**src/shared/scwb_defines.svh**
```systemverilog
// Purpose: constants of the synthesizer configuration word bank
// Assumes: 11-bit words, select code in bits 0 to 2
// Notes: Operation list follows
// Operation
// - bits 0-2 select target word; code N loads word N, N 0..5
// - word 0 bit 3 chooses first (0) or second (1) oscillator
// - word 0 bits 5:4 prescale: 00=5, 01=3, 10=4, 11=2
// - word 0 bits 8:6 post divide: 000..101 give 1,2,4,8,16,32
// - word 0 bit 9: 0 low-voltage differential, 1 emitter-coupled
// - 19-bit loop filter spread over words 1, 2, 3 bits 3 up
// - word 3 bits 9:6 pump current, recommended all ones
// - word 4: calibration value 8:3, override 9, enable 10
`ifndef SCWB_DEFINES_SVH
`define SCWB_DEFINES_SVH
`define SCWB_WORD_W 11
`define SCWB_SEL_LSB 0
`define SCWB_SEL_MSB 2
`define SCWB_NUM_WORDS 6
`define SCWB_SEL_W0 3'h0
`define SCWB_SEL_W1 3'h1
`define SCWB_SEL_W2 3'h2
`define SCWB_SEL_W3 3'h3
`define SCWB_SEL_W4 3'h4
`define SCWB_SEL_W5 3'h5
`define SCWB_OSC_BIT 3
`define SCWB_PRESC_LSB 4
`define SCWB_PRESC_MSB 5
`define SCWB_POST_LSB 6
`define SCWB_POST_MSB 8
`define SCWB_STD_BIT 9
`define SCWB_FIX1_BIT 10
`define SCWB_PAY_LSB 3
`define SCWB_PAY_MSB 10
`define SCWB_LF_HI_MSB 5
`define SCWB_PUMP_LSB 6
`define SCWB_PUMP_MSB 9
`define SCWB_FIX0_BIT 10
`define SCWB_CAL_LSB 3
`define SCWB_CAL_MSB 8
`define SCWB_CALOV_BIT 9
`define SCWB_CALEN_BIT 10
`define SCWB_TEST_LSB 3
`define SCWB_TEST_MSB 6
`define SCWB_RST_W0 11'h400
`define SCWB_RST_W1 11'h2f9
`define SCWB_RST_W2 11'h01a
`define SCWB_RST_W3 11'h3c3
`define SCWB_RST_W4 11'h404
`define SCWB_RST_W5 11'h005
`endif

```
**src/shared/scwb_pkg.sv**
```systemverilog
// Purpose: types of the configuration word bank
// Assumes: constants live in scwb_defines.svh
// Notes: none
`include "scwb_defines.svh"
package scwb_pkg;
  typedef logic [`SCWB_WORD_W-1:0] scwb_word_t;
  typedef logic [`SCWB_SEL_MSB:0] scwb_sel_t;
  typedef logic [5:0] scwb_ratio_t;
endpackage

```
**src/shared/scwb_dec_if.sv**
```systemverilog
// Purpose: carries decoded divide ratios between bank and decoder
// Assumes: single clock
// Notes: none
`timescale 1ns/10ps
interface scwb_dec_if;
  import scwb_pkg::*;
  logic [1:0] prescale_field;
  logic [2:0] post_divide_field;
  scwb_ratio_t prescale_ratio;
  scwb_ratio_t post_ratio;
  logic post_code_bad;
  modport bank (output prescale_field, output post_divide_field,
    input prescale_ratio, input post_ratio, input post_code_bad);
  modport dec (input prescale_field, input post_divide_field,
    output prescale_ratio, output post_ratio, output post_code_bad);
endinterface

```
**src/core/scwb_bank.sv**
```systemverilog
// Purpose: write-only bank of six configuration words
// Assumes: serial decoding outside; word arrives with one-cycle strobe
// Notes: reset loads recommended values so outputs are sane at once
`timescale 1ns/10ps
`include "scwb_defines.svh"
module scwb_bank
  import scwb_pkg::*;
(
  // clock and reset
  input wire logic ref_clk,
  input wire logic rst,
  // incoming word from the serial receiver
  input wire logic word_valid,
  input wire scwb_word_t word_data,
  // oscillator and output settings
  output logic oscillator_choice,
  output logic [1:0] prescale_field,
  output logic [2:0] post_divide_field,
  output logic output_standard_choice,
  output logic fixed_one_bit,
  output logic [5:0] prescale_ratio,
  output logic [5:0] post_ratio,
  output logic post_code_bad,
  // loop settings
  output logic [18:0] loop_filter_setting,
  output logic [3:0] pump_current_field,
  output logic fixed_zero_bit,
  // calibration
  output logic [5:0] calibration_value,
  output logic calibration_override,
  output logic calibration_enable,
  // test
  output logic [3:0] factory_test_field,
  // bookkeeping
  output logic [5:0] word_loaded,
  output logic select_ignored
);
  scwb_sel_t sel;
  logic [5:0] wr_en;
  logic sel_bad;
  scwb_word_t word0_q;
  scwb_word_t word0_d;
  scwb_word_t word1_q;
  scwb_word_t word2_q;
  scwb_word_t word3_q;
  scwb_word_t word4_q;
  scwb_word_t word5_q;
  logic [5:0] loaded_q;
  logic ignored_q;
  scwb_ratio_t presc_ratio_q;
  scwb_ratio_t post_ratio_q;
  logic post_bad_q;
  scwb_dec_if dif ();

  assign sel = word_data[`SCWB_SEL_MSB:`SCWB_SEL_LSB];

  // one write enable per word; codes 6 and 7 reach no word
  always_comb
  begin
    wr_en = 6'h00;
    sel_bad = 1'b0;
    if (!word_valid)
    begin
      wr_en = 6'h00;
    end
    else if (sel == `SCWB_SEL_W0)
    begin
      wr_en = 6'h01;
    end
    else if (sel == `SCWB_SEL_W1)
    begin
      wr_en = 6'h02;
    end
    else if (sel == `SCWB_SEL_W2)
    begin
      wr_en = 6'h04;
    end
    else if (sel == `SCWB_SEL_W3)
    begin
      wr_en = 6'h08;
    end
    else if (sel == `SCWB_SEL_W4)
    begin
      wr_en = 6'h10;
    end
    else if (sel == `SCWB_SEL_W5)
    begin
      wr_en = 6'h20;
    end
    else
    begin
      sel_bad = 1'b1;
    end
  end

  // next value of word 0; the ratio decoder works on it so that the
  // registered ratios change on the same edge as the field outputs
  always_comb
  begin
    word0_d = word0_q;
    if (rst)
    begin
      word0_d = `SCWB_RST_W0;
    end
    else if (wr_en[0])
    begin
      word0_d = word_data;
    end
  end

  always_ff @(posedge ref_clk)
  begin
    word0_q <= word0_d;
  end

  // select bits are stored with the payload but drive no output
  always_ff @(posedge ref_clk)
  begin
    if (rst)
    begin
      word1_q <= `SCWB_RST_W1;
    end
    else if (wr_en[1])
    begin
      word1_q <= word_data;
    end
  end

  always_ff @(posedge ref_clk)
  begin
    if (rst)
    begin
      word2_q <= `SCWB_RST_W2;
    end
    else if (wr_en[2])
    begin
      word2_q <= word_data;
    end
  end

  always_ff @(posedge ref_clk)
  begin
    if (rst)
    begin
      word3_q <= `SCWB_RST_W3;
    end
    else if (wr_en[3])
    begin
      word3_q <= word_data;
    end
  end

  always_ff @(posedge ref_clk)
  begin
    if (rst)
    begin
      word4_q <= `SCWB_RST_W4;
    end
    else if (wr_en[4])
    begin
      word4_q <= word_data;
    end
  end

  always_ff @(posedge ref_clk)
  begin
    if (rst)
    begin
      word5_q <= `SCWB_RST_W5;
    end
    else if (wr_en[5])
    begin
      word5_q <= word_data;
    end
  end

  // ratios registered so data outputs come from flops; in reset they
  // take the decode of the reset word, so no extra constants are kept
  always_ff @(posedge ref_clk)
  begin
    presc_ratio_q <= dif.prescale_ratio;
    post_ratio_q <= dif.post_ratio;
    post_bad_q <= dif.post_code_bad;
  end

  // sticky record of which words the host has written since reset
  always_ff @(posedge ref_clk)
  begin
    if (rst)
    begin
      loaded_q <= 6'h00;
    end
    else
    begin
      loaded_q <= loaded_q | wr_en;
    end
  end

  // level flag: the last word offered carried select code 6 or 7
  always_ff @(posedge ref_clk)
  begin
    if (rst)
    begin
      ignored_q <= 1'b0;
    end
    else if (word_valid)
    begin
      ignored_q <= sel_bad;
    end
  end

  assign oscillator_choice = word0_q[`SCWB_OSC_BIT];
  assign prescale_field =
    word0_q[`SCWB_PRESC_MSB:`SCWB_PRESC_LSB];
  assign post_divide_field =
    word0_q[`SCWB_POST_MSB:`SCWB_POST_LSB];
  assign output_standard_choice = word0_q[`SCWB_STD_BIT];
  // exported so the startup logic can see a bad host value
  assign fixed_one_bit = word0_q[`SCWB_FIX1_BIT];
  assign loop_filter_setting = {
    word3_q[`SCWB_LF_HI_MSB:`SCWB_PAY_LSB],
    word2_q[`SCWB_PAY_MSB:`SCWB_PAY_LSB],
    word1_q[`SCWB_PAY_MSB:`SCWB_PAY_LSB]};
  assign pump_current_field =
    word3_q[`SCWB_PUMP_MSB:`SCWB_PUMP_LSB];
  assign fixed_zero_bit = word3_q[`SCWB_FIX0_BIT];
  assign calibration_value =
    word4_q[`SCWB_CAL_MSB:`SCWB_CAL_LSB];
  assign calibration_override = word4_q[`SCWB_CALOV_BIT];
  assign calibration_enable = word4_q[`SCWB_CALEN_BIT];
  assign factory_test_field =
    word5_q[`SCWB_TEST_MSB:`SCWB_TEST_LSB];
  assign word_loaded = loaded_q;
  assign select_ignored = ignored_q;

  assign dif.prescale_field = word0_d[`SCWB_PRESC_MSB:`SCWB_PRESC_LSB];
  assign dif.post_divide_field = word0_d[`SCWB_POST_MSB:`SCWB_POST_LSB];
  assign prescale_ratio = presc_ratio_q;
  assign post_ratio = post_ratio_q;
  assign post_code_bad = post_bad_q;

  scwb_ratio_dec u_dec (
    .dec(dif.dec)
  );
endmodule // scwb_bank

```
**src/core/scwb_ratio_dec.sv**
```systemverilog
// Purpose: maps prescale and post-divide codes to divide ratios
// Assumes: codes come from the next value of bank word 0, ahead of its register
// Notes: undefined post codes give ratio zero and raise a flag
`timescale 1ns/10ps
module scwb_ratio_dec
  import scwb_pkg::*;
(
  // decoded fields
  scwb_dec_if.dec dec
);
  always_comb
  begin
    case (dec.prescale_field)
      2'h0: dec.prescale_ratio = 6'h05;
      2'h1: dec.prescale_ratio = 6'h03;
      2'h2: dec.prescale_ratio = 6'h04;
      default: dec.prescale_ratio = 6'h02;
    endcase
  end

  always_comb
  begin
    dec.post_code_bad = 1'b0;
    case (dec.post_divide_field)
      3'h0: dec.post_ratio = 6'h01;
      3'h1: dec.post_ratio = 6'h02;
      3'h2: dec.post_ratio = 6'h04;
      3'h3: dec.post_ratio = 6'h08;
      3'h4: dec.post_ratio = 6'h10;
      3'h5: dec.post_ratio = 6'h20;
      default:
      begin
        // no ratio exists; flag it rather than guess one
        dec.post_ratio = 6'h00;
        dec.post_code_bad = 1'b1;
      end
    endcase
  end
endmodule // scwb_ratio_dec

```
**config.mk**
```make
export PLATFORM = sky130hd
export DESIGN_NAME = scwb_bank
export DESIGN_NICKNAME = d
export VERILOG_FILES = /design/src/shared/scwb_pkg.sv /design/src/shared/scwb_dec_if.sv /design/src/core/scwb_bank.sv /design/src/core/scwb_ratio_dec.sv
export VERILOG_INCLUDE_DIRS = /design/src /design/src/shared
export SDC_FILE = /design/constraint.sdc
export NUM_CORES = 1
export LEC_CHECK = 0
export BUFFER_PORTS_ARGS = -buffer_cell sky130_fd_sc_hd__buf_2
export CELL_PAD_IN_SITES_DETAIL_PLACEMENT = 0
export CELL_PAD_IN_SITES_GLOBAL_PLACEMENT = 1
export CORE_MARGIN = 3
export CORE_UTILIZATION = 39
export CTS_CLUSTER_SIZE = 20
export DETAILED_ROUTE_END_ITERATION = 8
export GPL_TIMING_DRIVEN = 0
export PLACE_DENSITY_LB_ADDON = 0.1
export SLEW_MARGIN = 20
export SYNTH_ARGS = -nofsm -noshare
export SYNTH_HDL_FRONTEND = slang
export SYNTH_SLANG_ARGS = --single-unit
```
**constraint.sdc**
```tcl
create_clock -name ref_clk -period 3.58 [get_ports ref_clk]
set_input_delay 0.537 -clock ref_clk [delete_from_list [all_inputs] [get_ports ref_clk]]
set_output_delay 0.537 -clock ref_clk [all_outputs]
set_load 0.005 [all_outputs]
```
==> run metrics <==
outcome complete, no violations; crit path DAT 2060 ps; multi-input logic area 938.4 sq um; pins over their slew limit 0; DRC 0; Yosys reg bits 61; Total GRT Usage 18.10%; IO Count 78; first-pass GRT wire length 8921 um; Clock Latency Late Sink 330 ps; Max-Cap Viols 0; via count 1909; kind of critical path primary input to flop; M2 GR Usage 26.68%; Max Freq 555.7 MHz; starting density of the core 40.67%; worst-margin pin slew 718.3 ps; slew margin rel. 51.99%; period utilisation layout 50.27%; Die Y 82.25 um; final setup violation count 0; Detailed Route WL 5635 um; number of gates resized after cts 0; Startpoint Class primary input; TritonCTS Buffers 9; CTS tree built; synthesis-to-finish area growth 28.64%; pwr/cell area 499.9 mW/mm^2; cell count after synthesis 239; total power 1.458 mW; row cnt 27; first-pass iteration count of the detailed router 4; Worst Path Max Fanout 10; Layout Nets 335; gpl congestion 0.7294; share of layout cells above drive strength 1 29.75%; PnR worst setup slack 1780 ps; cts hold-fix bufs 0; Post-Place Worst Slack 1419 ps; M3 GR Usage 4.881%; GR peak layer met2; vias per inst 4.796; post-DP HPWL 3890 um; CP Capture Type flop; die area 0.006764 sq mm; number of global-route vias before repair 1770; Register Area 0.001221 sq mm; DRT iter0 DRCs 107; Worst VDD drop 0.2291 mV; library cells used by synthesis 27; Clock Sinks 61; clock slew seen by the registers of the worst setup and hold paths 70 ps; Synth Area per Inst 9.486 sq um; fin crit period 1800 ps; H-tree levels 3; post-synthesis sequential area ratio 53.86%; Lkg Pwr 1.261 nW; synthesized area 0.002267 sq mm; Die X 82.25 um; antenna violations before repair 0; fillers 570; Core Area 0.005574 sq mm; post-CTS setup repair buffer count 0; Setup Skew 6.087 ps; warnings from Yosys 0; Required @ worst endpoint 3840 ps; post-route setup TNS 0 ps; pin count of the biggest net entering global routing 11; clock tree root driver cell clkbuf_8; Post-DRT Antenna Nets 0; final hold viol count 0; Ant. Diodes 0; met1 Track Usage GR 24.10%; port buffer count 69; type of the most critical hold path flop to flop; wire length per cell 14.16 um; RSZ-0062 raised after global routing false; Util after Layout 52.32%; GRT overflow 0; worst-case clock buffer depth 2
[synthesized netlist by cell type, drive strengths merged]
cell type / count / area share (%)
or4b: 4 / 1.9
a211o: 9 / 3.5
nor4b: 1 / 0.66
nand2b: 1 / 0.28
and4bb: 1 / 0.55
nor4bb: 2 / 0.88
clkbuf: 14 / 2.3
buf: 9 / 2.6
a21o: 2 / 0.66
nand3: 6 / 1.3
nand3b: 5 / 1.7
conb: 1 / 0.17
nor2b: 9 / 2.5
nor2: 32 / 5.3
nor4: 2 / 0.55
and4b: 1 / 0.44
mux2i: 19 / 8.4
inv: 1 / 0.17
nand4b: 6 / 2.3
or3: 1 / 0.28
dfxtp: 61 / 54
nand2: 32 / 5.3
a21oi: 20 / 4.4
[stage by stage]
| step | hold WS [ps] | std cells | instance area [sq um] |
|---|---|---|---|
| final | 443.3 | 398 | 2917 |
| after CTS | 447.7 | 398 | 2917 |
| after global routing | 471.5 | 398 | 2917 |
| after global placement | 432.8 | 382 | 2710 |
| after detailed placement | 437.1 | 382 | 2710 |
| after floorplan | 442.1 | 241 | 2275 |
[worst paths after layout]
| check | cells after the start | from | endpoint | slack (ps) |
|---|---|---|---|---|
| min | 2 | word_loaded[5] | word_loaded[5] | 440 |
| min reg2reg | 2 | word_loaded[5] | word_loaded[5] | 440 |
| max reg2reg | 2 | word0_q[7] | post_ratio[2] | 2260 |
| max | 5 | word_data[2] | post_ratio[2] | 1780 |
[cell families after synthesis]
kind of cell,count (synthesis),share of synthesized area [%]
AOI/OAI and AO/OA,31,8.554
buffers and inverters,24,5.077
DFF,61,53.86
other,1,0.1654
and+or+nand+nor,103,23.95
muxes,19,8.388
[metal layers]
layer / vias up / share of wire (%)
li1: 974 / -
met1: 865 / 49
met2: 60 / 42
met3: 10 / 6.5
met4: 0 / 2.1
met5: - / 0
[power by group]
part	switching (mW)	total [mW]	leakage [nW]	internal (mW)
sequential	0.00883	0.705	0.495	0.696
combinational	0.0598	0.103	0.659	0.0433
clock	0.261	0.650	0.107	0.389
[worst max-delay path, stage by stage]
cell and delay, ps:
clkbuf_1 170, nor4b_2 650, clkbuf_1 420, nand3_1 130, a21oi_1 160
[registers in the layout (all words and copies together) (netlist names)]
name	cells
select_ignored	1
word5_q	4
word1_q	8
word4_q	8
post_code_bad	1
word2_q	8
post_ratio	6
word3_q	8
word_loaded	6
word0_q	8
prescale_ratio	3
[cells in the final DEF (no fill, tap or decap), types with 3 or more instances in the layout]
cell | synthesis | routed
buf_2 | 5 | 74
dfxtp_1 | 61 | 61
nand2_1 | 32 | 32
nor2_1 | 32 | 32
a21oi_1 | 20 | 20
mux2i_1 | 19 | 19
clkbuf_1 | 14 | 16
nor2b_1 | 9 | 9
a211o_1 | 9 | 9
clkbuf_8 | 0 | 9
nand3_1 | 6 | 6
nand4b_1 | 6 | 6
nand3b_1 | 5 | 5
buf_4 | 3 | 3
conb_1 | 1 | 3
clkinv_2 | 0 | 3
[cell type report]
type | instances | share of cell area, %
Buffer | 23 | 3.818
Clock buffer | 11 | 4.505
Clock inverter | 5 | 2.574
Inverter | 1 | 0.1287
Multi-Input combinational cell | 156 | 32.18
Sequential cell | 61 | 41.87
Tap cell | 72 | 3.089
Timing Repair Buffer | 69 | 11.84
No activity file was read; power rests on OpenSTA's default activity.
